**config.mk**
```make
export PLATFORM = sky130hd
export DESIGN_NAME = tqo_interlock
export DESIGN_NICKNAME = d
export VERILOG_FILES = /design/src/inc/tqo_pkg.sv /design/src/rtl/tqo_led.sv /design/src/rtl/tqo_interlock.sv
export SDC_FILE = /design/constraint.sdc
export NUM_CORES = 1
export LEC_CHECK = 0
export BUFFER_PORTS_ARGS = -buffer_cell sky130_fd_sc_hd__buf_2
export CAP_MARGIN = 10
export CORE_MARGIN = 2
export CORE_UTILIZATION = 55
export CTS_CLUSTER_DIAMETER = 60
export DETAILED_ROUTE_END_ITERATION = 16
export PLACE_DENSITY = 0.8
export SYNTH_ARGS = -nofsm -noshare
export SYNTH_HDL_FRONTEND = slang
export SYNTH_SLANG_ARGS = --single-unit
```
**constraint.sdc**
```tcl
create_clock -name i_core_clk -period 2.6 [get_ports i_core_clk]
set_input_delay 0.13 -clock i_core_clk [delete_from_list [all_inputs] [get_ports i_core_clk]]
set_output_delay 0.13 -clock i_core_clk [all_outputs]
set_load 0.005 [all_outputs]
```
**src/inc/tqo_pkg.sv**
```systemverilog
// Purpose: shared constants and types for the torque-off interlock block
// Assumes: 20 MHz core clock, plain register port with 8-bit byte address
// Notes: long counts are derived here and handed to top-level parameters
package tqo_pkg;
	localparam int unsigned CLK_PERIOD_NS = 50;
	localparam int unsigned NS_PER_MS = 1000000;
	localparam int unsigned CHK_SETTLE_NS = 100000;
	localparam int unsigned CHK_SETTLE_CYC = (CHK_SETTLE_NS + CLK_PERIOD_NS - 1) / CLK_PERIOD_NS;
	localparam logic [11:0] CHK_CNT_MAX = 12'(CHK_SETTLE_CYC - 1);
	localparam logic [11:0] BOOT_CNT_MAX = 12'h002;
	localparam int unsigned STAT_PERIOD_MS = 2000;
	localparam int unsigned STAT_SLOTS = 16;
	localparam int unsigned COMM_FLASH_MS = 200;
	localparam int unsigned COMM_PULSE_MS = 40;
	localparam int unsigned CAN_HOLD_MS = 100;
	localparam int unsigned TOD_TICK_MS = 1000;

	function automatic int unsigned ms_to_cyc(input int unsigned ms);
		return ms * (NS_PER_MS / CLK_PERIOD_NS);
	endfunction

	localparam logic [7:0] ADDR_CTRL = 8'h00;
	localparam logic [7:0] ADDR_STATE = 8'h04;
	localparam logic [7:0] ADDR_IRQ_STAT = 8'h08;
	localparam logic [7:0] ADDR_IRQ_CLR = 8'h0c;
	localparam logic [7:0] ADDR_IRQ_EN = 8'h10;
	localparam logic [7:0] ADDR_TOD = 8'h14;
	localparam logic [7:0] ADDR_USER = 8'h18;
	localparam int unsigned CTRL_DRIVE_BIT = 0;
	localparam logic CTRL_DRIVE_RST = 1'b0;
	localparam logic [3:0] IRQ_EN_RST = 4'h0;

	localparam int unsigned EV_PASS = 0;
	localparam int unsigned EV_FAIL = 1;
	localparam int unsigned EV_TRIP = 2;
	localparam int unsigned EV_ARM = 3;
	localparam int unsigned EV_W = 4;

	localparam int unsigned SYN_GENERAL_INPUT_ONE = 0;
	localparam int unsigned SYN_GENERAL_INPUT_TWO = 1;
	localparam int unsigned SYN_JMP = 2;
	localparam int unsigned SYN_FB = 3;
	localparam int unsigned SYN_W = 4;

	typedef enum logic [5:0] {
		ST_BOOT = 6'h01,
		ST_CHK_OFF = 6'h02,
		ST_CHK_ON = 6'h04,
		ST_RUN = 6'h08,
		ST_STOP = 6'h10,
		ST_FAULT = 6'h20
	} tqo_state_e;

	typedef struct packed {
		logic [7:0] addr;
		logic [31:0] wdata;
		logic wr;
		logic rd;
	} tqo_bus_req_s;

	typedef struct packed {
		logic [1:0] blinks;
		logic red;
		logic steady;
	} tqo_stat_pat_s;
endpackage

```
**src/rtl/tqo_led.sv**
```systemverilog
// Purpose: status and communication indicator pattern generator
// Assumes: usb and can activity come from logic on the core clock
// Notes: status period is sixteen slots, a blink is one even slot
`timescale 1ns/10ps
module tqo_led #(
	parameter int unsigned SLOT_CYC = 2500000,
	parameter int unsigned FLASH_CYC = 4000000,
	parameter int unsigned PULSE_CYC = 800000,
	parameter int unsigned HOLD_CYC = 2000000
) (
	input wire logic i_core_clk,
	input wire logic i_rstn,
	input tqo_pkg::tqo_stat_pat_s i_pat,
	input wire logic i_usb_active,
	input wire logic i_can_activity,
	output logic o_led_stat_grn,
	output logic o_led_stat_red,
	output logic o_led_comm
);
	import tqo_pkg::*;

	logic [31:0] slot_cnt_r;
	logic [3:0] slot_r;
	logic [31:0] hold_cnt_r;
	logic [31:0] flash_cnt_r;
	logic stat_on;
	logic can_recent;
	logic pulse;

	always_ff @(posedge i_core_clk or negedge i_rstn)
	begin
		if (!i_rstn)
		begin
			slot_cnt_r <= 32'h0;
			slot_r <= 4'h0;
		end
		else if (slot_cnt_r == 32'(SLOT_CYC - 1))
		begin
			slot_cnt_r <= 32'h0;
			slot_r <= slot_r + 4'h1;
		end
		else
			slot_cnt_r <= slot_cnt_r + 32'h1;
	end

	// blink n occupies even slots 0..2n-2 so the count is readable by eye
	assign stat_on = i_pat.steady || (!slot_r[0] && (slot_r[3:1] < {1'b0, i_pat.blinks}));

	always_ff @(posedge i_core_clk or negedge i_rstn)
	begin
		if (!i_rstn)
		begin
			o_led_stat_grn <= 1'b0;
			o_led_stat_red <= 1'b0;
		end
		else
		begin
			o_led_stat_grn <= stat_on && !i_pat.red;
			o_led_stat_red <= stat_on && i_pat.red;
		end
	end

	// traffic is "present" for a hold time after the last frame
	always_ff @(posedge i_core_clk or negedge i_rstn)
	begin
		if (!i_rstn)
			hold_cnt_r <= 32'h0;
		else if (i_can_activity)
			hold_cnt_r <= 32'(HOLD_CYC);
		else if (hold_cnt_r != 32'h0)
			hold_cnt_r <= hold_cnt_r - 32'h1;
	end

	always_ff @(posedge i_core_clk or negedge i_rstn)
	begin
		if (!i_rstn)
			flash_cnt_r <= 32'h0;
		else if (flash_cnt_r == 32'(FLASH_CYC - 1))
			flash_cnt_r <= 32'h0;
		else
			flash_cnt_r <= flash_cnt_r + 32'h1;
	end

	assign can_recent = hold_cnt_r != 32'h0;
	assign pulse = flash_cnt_r < 32'(PULSE_CYC);

	always_ff @(posedge i_core_clk or negedge i_rstn)
	begin
		if (!i_rstn)
			o_led_comm <= 1'b0;
		else
			o_led_comm <= i_usb_active ^ (can_recent && pulse);
	end
endmodule

```
**src/rtl/tqo_interlock.sv**
```systemverilog
// Purpose: safe torque-off interlock, self-check, indicators, register port
// Assumes: single core clock; pins pass two flops; phase commands on core clock
// Notes: backup domain holds time and user word across main power loss
// Operation
// - with safe stop enabled, general inputs one and two become the stop inputs
// - power stage energized only while both stop inputs are high together
// - self-check of the stop circuit after every power-on before any drive
// - repeat the self-check whenever the stop inputs rise to both high
// - drive permitted only after the latest self-check passed
// - either stop input low disables all power-stage outputs at once
// - safe stop off by default; on only when the strap shows jumper removed
// - safe stop turns off all phase drive, motor floats, no braking
// - power indicator on continuously after power-on
// - status indicator flashes on a two second period showing state
// - no can traffic: comm indicator steady, off without usb, on with usb
// - can traffic: short on-pulses without usb, short off-pulses with usb
// - time counter and user word kept while main power is off
`timescale 1ns/10ps
module tqo_interlock #(
	parameter int unsigned STAT_SLOT_CYC = tqo_pkg::ms_to_cyc(tqo_pkg::STAT_PERIOD_MS) / tqo_pkg::STAT_SLOTS,
	parameter int unsigned COMM_FLASH_CYC = tqo_pkg::ms_to_cyc(tqo_pkg::COMM_FLASH_MS),
	parameter int unsigned COMM_PULSE_CYC = tqo_pkg::ms_to_cyc(tqo_pkg::COMM_PULSE_MS),
	parameter int unsigned CAN_HOLD_CYC = tqo_pkg::ms_to_cyc(tqo_pkg::CAN_HOLD_MS),
	parameter int unsigned TOD_TICK_CYC = tqo_pkg::ms_to_cyc(tqo_pkg::TOD_TICK_MS)
) (
	input wire logic i_core_clk,
	input wire logic i_rstn,
	input wire logic i_bkp_rstn,
	input tqo_pkg::tqo_bus_req_s i_bus,
	output logic [31:0] o_rdata,
	output logic o_irq,
	input wire logic i_general_input_one,
	input wire logic i_general_input_two,
	input wire logic i_jumper_fitted,
	input wire logic i_interlock_fb,
	input wire logic [2:0] i_phase_hi,
	input wire logic [2:0] i_phase_lo,
	input wire logic i_usb_active,
	input wire logic i_can_activity,
	output logic [2:0] o_gate_hi,
	output logic [2:0] o_gate_lo,
	output logic o_chk_pulse,
	output logic o_general_input_one,
	output logic o_general_input_two,
	output logic o_led_power,
	output logic o_led_stat_grn,
	output logic o_led_stat_red,
	output logic o_led_comm
);
	import tqo_pkg::*;

	tqo_state_e state_r, state_nxt;
	logic [SYN_W-1:0] sync1_r, sync2_r;
	logic both, both_q_r, both_rise, fb, safe_stop_en_r;
	logic [11:0] chk_cnt_r;
	logic chk_end, permit, drive_allow_r;
	logic [EV_W-1:0] ev, irq_stat_r, irq_en_r;
	logic [31:0] rdata_nxt, tod_r, user_r, tick_cnt_r;
	tqo_stat_pat_s pat;

	// first stage feeds only the second stage
	always_ff @(posedge i_core_clk or negedge i_rstn)
	begin
		if (!i_rstn)
		begin
			sync1_r <= '0;
			sync2_r <= '0;
		end
		else
		begin
			sync1_r <= {i_interlock_fb, i_jumper_fitted, i_general_input_two, i_general_input_one};
			sync2_r <= sync1_r;
		end
	end

	assign both = sync2_r[SYN_GENERAL_INPUT_ONE] && sync2_r[SYN_GENERAL_INPUT_TWO];
	assign fb = sync2_r[SYN_FB];
	assign both_rise = both && !both_q_r;

	always_ff @(posedge i_core_clk or negedge i_rstn)
	begin
		if (!i_rstn)
			both_q_r <= 1'b0;
		else
			both_q_r <= both;
	end

	// strap caught once the synchroniser has filled; never follows the pin after
	always_ff @(posedge i_core_clk or negedge i_rstn)
	begin
		if (!i_rstn)
			safe_stop_en_r <= 1'b0;
		else if (state_r == ST_BOOT && chk_cnt_r == BOOT_CNT_MAX)
			safe_stop_en_r <= !sync2_r[SYN_JMP];
	end

	assign chk_end = chk_cnt_r == CHK_CNT_MAX;

	always_comb
	begin
		state_nxt = state_r;
		case (state_r)
			ST_BOOT:
				if (chk_cnt_r == BOOT_CNT_MAX)
					state_nxt = ST_CHK_OFF;
			ST_CHK_OFF:
				if (chk_end)
					state_nxt = fb ? ST_FAULT : ST_CHK_ON;
			ST_CHK_ON:
				if (chk_end && fb != (!safe_stop_en_r || both))
					state_nxt = ST_FAULT;
				else if (chk_end)
					state_nxt = (safe_stop_en_r && !both) ? ST_STOP : ST_RUN;
			ST_RUN:
				if (safe_stop_en_r && !both)
					state_nxt = ST_STOP;
			ST_STOP:
				if (both_rise)
					state_nxt = ST_CHK_OFF;
			ST_FAULT:
				if (safe_stop_en_r && both_rise)
					state_nxt = ST_CHK_OFF;
			default:
				state_nxt = ST_FAULT;
		endcase
	end

	always_ff @(posedge i_core_clk or negedge i_rstn)
	begin
		if (!i_rstn)
			state_r <= ST_BOOT;
		else
			state_r <= state_nxt;
	end

	always_ff @(posedge i_core_clk or negedge i_rstn)
	begin
		if (!i_rstn)
			chk_cnt_r <= 12'h000;
		else if (state_nxt != state_r)
			chk_cnt_r <= 12'h000;
		else if (state_r == ST_BOOT || state_r == ST_CHK_OFF || state_r == ST_CHK_ON)
			chk_cnt_r <= chk_cnt_r + 12'h001;
	end

	// test stimulus blocks the hardware path; feedback must then read low
	always_ff @(posedge i_core_clk or negedge i_rstn)
	begin
		if (!i_rstn)
			o_chk_pulse <= 1'b0;
		else
			o_chk_pulse <= state_nxt == ST_CHK_OFF;
	end

	assign permit = state_r == ST_RUN && drive_allow_r && (!safe_stop_en_r || both);

	// all switches open, none closed low: the motor floats
	always_ff @(posedge i_core_clk or negedge i_rstn)
	begin
		if (!i_rstn)
		begin
			o_gate_hi <= 3'h0;
			o_gate_lo <= 3'h0;
		end
		else if (permit)
		begin
			o_gate_hi <= i_phase_hi;
			o_gate_lo <= i_phase_lo;
		end
		else
		begin
			o_gate_hi <= 3'h0;
			o_gate_lo <= 3'h0;
		end
	end

	always_ff @(posedge i_core_clk or negedge i_rstn)
	begin
		if (!i_rstn)
		begin
			o_general_input_one <= 1'b0;
			o_general_input_two <= 1'b0;
		end
		else
		begin
			o_general_input_one <= sync2_r[SYN_GENERAL_INPUT_ONE] && !safe_stop_en_r;
			o_general_input_two <= sync2_r[SYN_GENERAL_INPUT_TWO] && !safe_stop_en_r;
		end
	end

	always_ff @(posedge i_core_clk or negedge i_rstn)
	begin
		if (!i_rstn)
			o_led_power <= 1'b0;
		else
			o_led_power <= 1'b1;
	end

	always_comb
	begin
		pat = '{blinks: 2'h0, red: 1'b0, steady: 1'b1};
		case (state_r)
			ST_RUN: pat = '{blinks: 2'h1, red: 1'b0, steady: 1'b0};
			ST_STOP: pat = '{blinks: 2'h2, red: 1'b0, steady: 1'b0};
			ST_FAULT: pat = '{blinks: 2'h3, red: 1'b1, steady: 1'b0};
			default: pat = '{blinks: 2'h0, red: 1'b0, steady: 1'b1};
		endcase
	end

	tqo_led #(
		.SLOT_CYC(STAT_SLOT_CYC),
		.FLASH_CYC(COMM_FLASH_CYC),
		.PULSE_CYC(COMM_PULSE_CYC),
		.HOLD_CYC(CAN_HOLD_CYC)
	) tqo_led_i (
		.i_core_clk(i_core_clk),
		.i_rstn(i_rstn),
		.i_pat(pat),
		.i_usb_active(i_usb_active),
		.i_can_activity(i_can_activity),
		.o_led_stat_grn(o_led_stat_grn),
		.o_led_stat_red(o_led_stat_red),
		.o_led_comm(o_led_comm)
	);

	always_comb
	begin
		ev = '0;
		ev[EV_PASS] = state_r == ST_CHK_ON && state_nxt != ST_FAULT && state_nxt != ST_CHK_ON;
		ev[EV_FAIL] = state_nxt == ST_FAULT && state_r != ST_FAULT;
		ev[EV_TRIP] = state_r == ST_RUN && state_nxt == ST_STOP;
		ev[EV_ARM] = safe_stop_en_r && both_rise;
	end

	// a new event beats a clear in the same cycle
	always_ff @(posedge i_core_clk or negedge i_rstn)
	begin
		if (!i_rstn)
			irq_stat_r <= '0;
		else if (i_bus.wr && i_bus.addr == ADDR_IRQ_CLR)
			irq_stat_r <= (irq_stat_r & ~i_bus.wdata[EV_W-1:0]) | ev;
		else
			irq_stat_r <= irq_stat_r | ev;
	end

	always_ff @(posedge i_core_clk or negedge i_rstn)
	begin
		if (!i_rstn)
		begin
			irq_en_r <= IRQ_EN_RST;
			drive_allow_r <= CTRL_DRIVE_RST;
		end
		else if (i_bus.wr && i_bus.addr == ADDR_IRQ_EN)
			irq_en_r <= i_bus.wdata[EV_W-1:0];
		else if (i_bus.wr && i_bus.addr == ADDR_CTRL)
			drive_allow_r <= i_bus.wdata[CTRL_DRIVE_BIT];
	end

	always_ff @(posedge i_core_clk or negedge i_rstn)
	begin
		if (!i_rstn)
			o_irq <= 1'b0;
		else
			o_irq <= |(irq_stat_r & irq_en_r);
	end

	// backup domain: main reset never touches it
	always_ff @(posedge i_core_clk or negedge i_bkp_rstn)
	begin
		if (!i_bkp_rstn)
		begin
			tod_r <= 32'h0;
			user_r <= 32'h0;
			tick_cnt_r <= 32'h0;
		end
		else
		begin
			tick_cnt_r <= (tick_cnt_r == 32'(TOD_TICK_CYC - 1)) ? 32'h0 : tick_cnt_r + 32'h1;
			if (i_bus.wr && i_bus.addr == ADDR_TOD)
				tod_r <= i_bus.wdata;
			else if (tick_cnt_r == 32'(TOD_TICK_CYC - 1))
				tod_r <= tod_r + 32'h1;
			if (i_bus.wr && i_bus.addr == ADDR_USER)
				user_r <= i_bus.wdata;
		end
	end

	always_comb
	begin
		rdata_nxt = 32'h0;
		if (!i_bus.rd)
			rdata_nxt = 32'h0;
		else if (i_bus.addr == ADDR_CTRL)
			rdata_nxt = {31'h0, drive_allow_r};
		else if (i_bus.addr == ADDR_STATE)
			rdata_nxt = {22'h0, fb, sync2_r[SYN_JMP], both, safe_stop_en_r, state_r};
		else if (i_bus.addr == ADDR_IRQ_STAT)
			rdata_nxt = {28'h0, irq_stat_r};
		else if (i_bus.addr == ADDR_IRQ_EN)
			rdata_nxt = {28'h0, irq_en_r};
		else if (i_bus.addr == ADDR_TOD)
			rdata_nxt = tod_r;
		else if (i_bus.addr == ADDR_USER)
			rdata_nxt = user_r;
	end

	always_ff @(posedge i_core_clk or negedge i_rstn)
	begin
		if (!i_rstn)
			o_rdata <= 32'h0;
		else
			o_rdata <= rdata_nxt;
	end
endmodule

```
==> summary.txt <==
Finish
  • Layout area overhead: 20.1%
  • Nets: 1,567
  • Final Instance Area: 0.0162 mm2
  • Fin util: 67.0%
  • Register Area: 0.00698 mm2
  • Filler cells: 1,843
  • Layout cell share with drive strength beyond 1: 17.6%
  • Most frequent cells in the layout: 278 x dfrtp_1, 155 x nor2_1, 100 x buf_2
  • Area of the multi-input gates: 0.00621 mm2
  • Commonest non-fill, non-tap cell in the layout: dfrtp_1
  • N_diodes: 0

Yosys
  • Synth unique cells: 64
  • Post-Syn Instances: 1,341
  • Largest cells by area after synthesis: dfrtp_1 51%, xnor2_1 4.7%, nor2_1 4.3%
  • Synth Flop Type: dfrtp_1
  • Dominant cell type by area after synthesis: dfrtp_1
  • Avg Inst Size Synth: 10.1 um2
  • Sequential area share after synthesis: 51.7%
  • Area share of the largest cell type after synthesis: 51.5%
  • Number of flops mapped to enable cells by yosys: 0
  • Seq cells post-synth: 279
  • Post-synth ARST share: 100%
  • Mapped cell area: 0.0135 mm2
  • Syn Nets: 1,407
  • Ys Warns: 0

Power
  • Max VDD drop: 0.420 mV
  • Sw Ratio: 22.2%
  • Leak: 7.19 nW
  • Pwr Density: 611 mW/mm2
  • Clk network pwr share: 48.9%
  • Combinational share of power: 5.5%
  • Sequential share of power: 45.5%
  • Int Pwr: 0.00771 W
  • Psw: 0.00220 W

Critical path
  • Crit path DAT: 3.00 ns
  • CP Depth: 6
  • Slowest CP cell: or4_1
  • Family with the most delay on the worst path: simple AND/OR/NAND/NOR gates
  • Worst r2r path cells: 6
  • Crit. End Element: flop
  • Largest stage delay, worst path: 0.66 ns
  • WP data required: 3.07 ns
  • Worst path cell trace: nor4b_2 -> nand4_1 -> buf_4 -> or4_1 -> or3_1 -> a31oi_1
  • CP Buf/Inv Count: 1
  • Worst R2R Setup Slack: 0.07 ns
  • Max FO, Critical Path: 15
  • Startpoint type of the worst setup path: flop
  • WS Path Type: reg -> reg

Placement
  • Gpl congestion: 0.921
  • Dpl cell area: 0.0146 mm2
  • PortBufs: 102
  • Post-DP HPWL: 21.6 mm

Drt
  • DR DRC count: 0
  • DR WL/cell: 17.5 um
  • DRT antenna net count: 0
  • Initial DRC count: 929
  • Routed WL: 32.4 mm
  • Pre-Repair DR Iteration Count: 7
  • Via count: 11.0k
  • Number of vias per cell: 5.96

Die
  • Die height: 161 um
  • Initial core utilization: 55.7%
  • Io pins: 103
  • Rows: 57
  • Core area: 0.0242 mm2
  • Die X: 161 um
  • DIE AREA: 0.0258 mm2

Status
  • Status: completed

GRT
  • GRT overflow: 0
  • Largest net degree at the start of global routing: 77
  • Initial antenna violation count: 0
  • Vias in the first global route: 11.0k
  • First-pass GRT wire length: 54.8 mm
  • GRT Util Overall: 25.5%

CTS
  • Maximum clock path buffer count: 3
  • Clock root cell: clkbuf_16
  • Post-CTS repair timing setup buffer count: 0
  • CTS buffer count: 30
  • Clk_lat worst skew: 0.55 ns
  • TritonCTS clock tree: done
  • H-tree depth: 1
  • Clk sink count: 279
  • Clock edge transition at the registers on the reported setup and hold paths: 0.06 ns

Timing
  • Highest clock rate: 0.395 GHz
  • Final slew viol count: 0
  • Crit path time final: 2.53 ns
  • Hold Vio Cnt, Final: 0
  • Layout Skew: 0.00936 ns
  • Endpoints failing setup: 0
  • Slew HR: 57.2%
  • Least-Margin Pin Slew: 0.642 ns
  • Post-route clock period utilization: 97.3%
  • RSZ-0062 raised after global routing: yes

Worst hold path
  • Worst Hold Class: in -> async

Job
  • Max cap viols: 0
-- repair_timing --
action                                  4_1_cts  5_1_grt
endpoints found under the hold margin       247        0
endpoints found under the setup margin        6        8
hold buffers                                 47        0
pin swaps                                     0        0
resized for setup                             1        2
-- cells by family after synthesis --
logic type | count (synthesis) | share of synthesized area [%]
AOI/OAI and AO/OA | 167 | 7.97
other | 1 | 0.0277
and+or+nand+nor | 615 | 24.3
adders and majority gates | 9 | 0.833
DFF | 279 | 51.7
muxes | 60 | 4.89
xor gates and xnor gates | 120 | 7.78
buffers and inverters | 90 | 2.58
-- power groups by stage --
| stage | combinational, W | sequential [W] | clock, W |
|---|---|---|---|
| detailed placement | 0.000491 | 0.00459 | 0 |
| global route | 0.000611 | 0.00452 | 0.00508 |
| floorplan | 0.000252 | 0.00457 | 0 |
| CTS | 0.000550 | 0.00451 | 0.00492 |
| finish | 0.000549 | 0.00452 | 0.00485 |
| global placement | 0.000473 | 0.00458 | 0 |
-- routing by layer --
| metal | global-route usage [%] | vias up | share of wire, % | wire [um] |
|---|---|---|---|---|
| met3 | 3.93 | 69 | 5.3 | 1730 |
| met4 | 7.55 | 0 | 2.8 | 894 |
| li1 | - | 5146 | - | - |
| met2 | 42.1 | 352 | 48 | 15500 |
| met1 | 35.1 | 5451 | 44 | 14300 |
| met5 | 0 | - | 0 | 0 |
-- synth_stat cells (32+ instances only) --
library cell and number:
dfrtp_1 278, nor2_1 155, nand2_1 87, xnor2_1 73, nand3_1 69, nor4_1 53
clkbuf_1 52, mux2_2 48, xor2_1 47, nand4_1 44, a21oi_1 38, nor3_1 37
o21ai_0 34, a22oi_1 32
-- metrics by stage --
step / setup slack, ns / hold slack (ns) / total power (W) / cells / setup TNS, ns
floorplan: 0.178 / -0.166 / 0.00482 / 1341 / 0
global placement: 0.116 / 0.124 / 0.00506 / 1746 / 0
detailed placement: -0.0106 / 0.124 / 0.00508 / 1746 / -0.0140
CTS: 0.0433 / 0.0829 / 0.00998 / 1849 / 0
global route: -0.0564 / 0.119 / 0.0102 / 1849 / -0.229
finish: 0.0714 / 0.0838 / 0.00992 / 1849 / 0
-- path summary, 6_finish.rpt --
path	end	start
max	tod_r[26]$_DFFE_PN0P_	tick_cnt_r[27]$_DFF_PN0_
min	user_r[13]$_DFFE_PN0P_	i_bkp_rstn
max reg2reg	tod_r[26]$_DFFE_PN0P_	tick_cnt_r[27]$_DFF_PN0_
min reg2reg	sync2_r[1]$_DFF_PN0_	sync1_r[1]$_DFF_PN0_
max in group asynchronous	chk_cnt_r[4]$_DFFE_PN0P_	i_rstn
min in group i_core_clk	tqo_led_i.hold_cnt_r[16]$_DFFE_PN0P_	i_can_activity
-- layout make-up --
class | instances | area share [%]
tap | 324 | 2.50
inverter | 24 | 0.555
sequential | 279 | 43.0
multi-input combinational | 972 | 38.3
clock buffer | 37 | 5.29
clock inverter | 19 | 1.81
timing repair buffer | 194 | 8.58
-- registers in the layout (all words and copies together), names as in the netlist, 3 cells and up --
| register | cells |
|---|---|
| irq_stat_r | 4 |
| tod_r | 32 |
| tqo_led_i.slot_r | 4 |
| o_gate_hi | 3 |
| chk_cnt_r | 12 |
| sync2_r | 4 |
| user_r | 32 |
| tqo_led_i.slot_cnt_r | 32 |
| sync1_r | 4 |
| irq_en_r | 4 |
| tick_cnt_r | 32 |
| o_rdata | 32 |
| tqo_led_i.hold_cnt_r | 32 |
| tqo_led_i.flash_cnt_r | 32 |
| o_gate_lo | 3 |
| state_r | 6 |
Note: power is estimated with default switching activity, not from simulation.
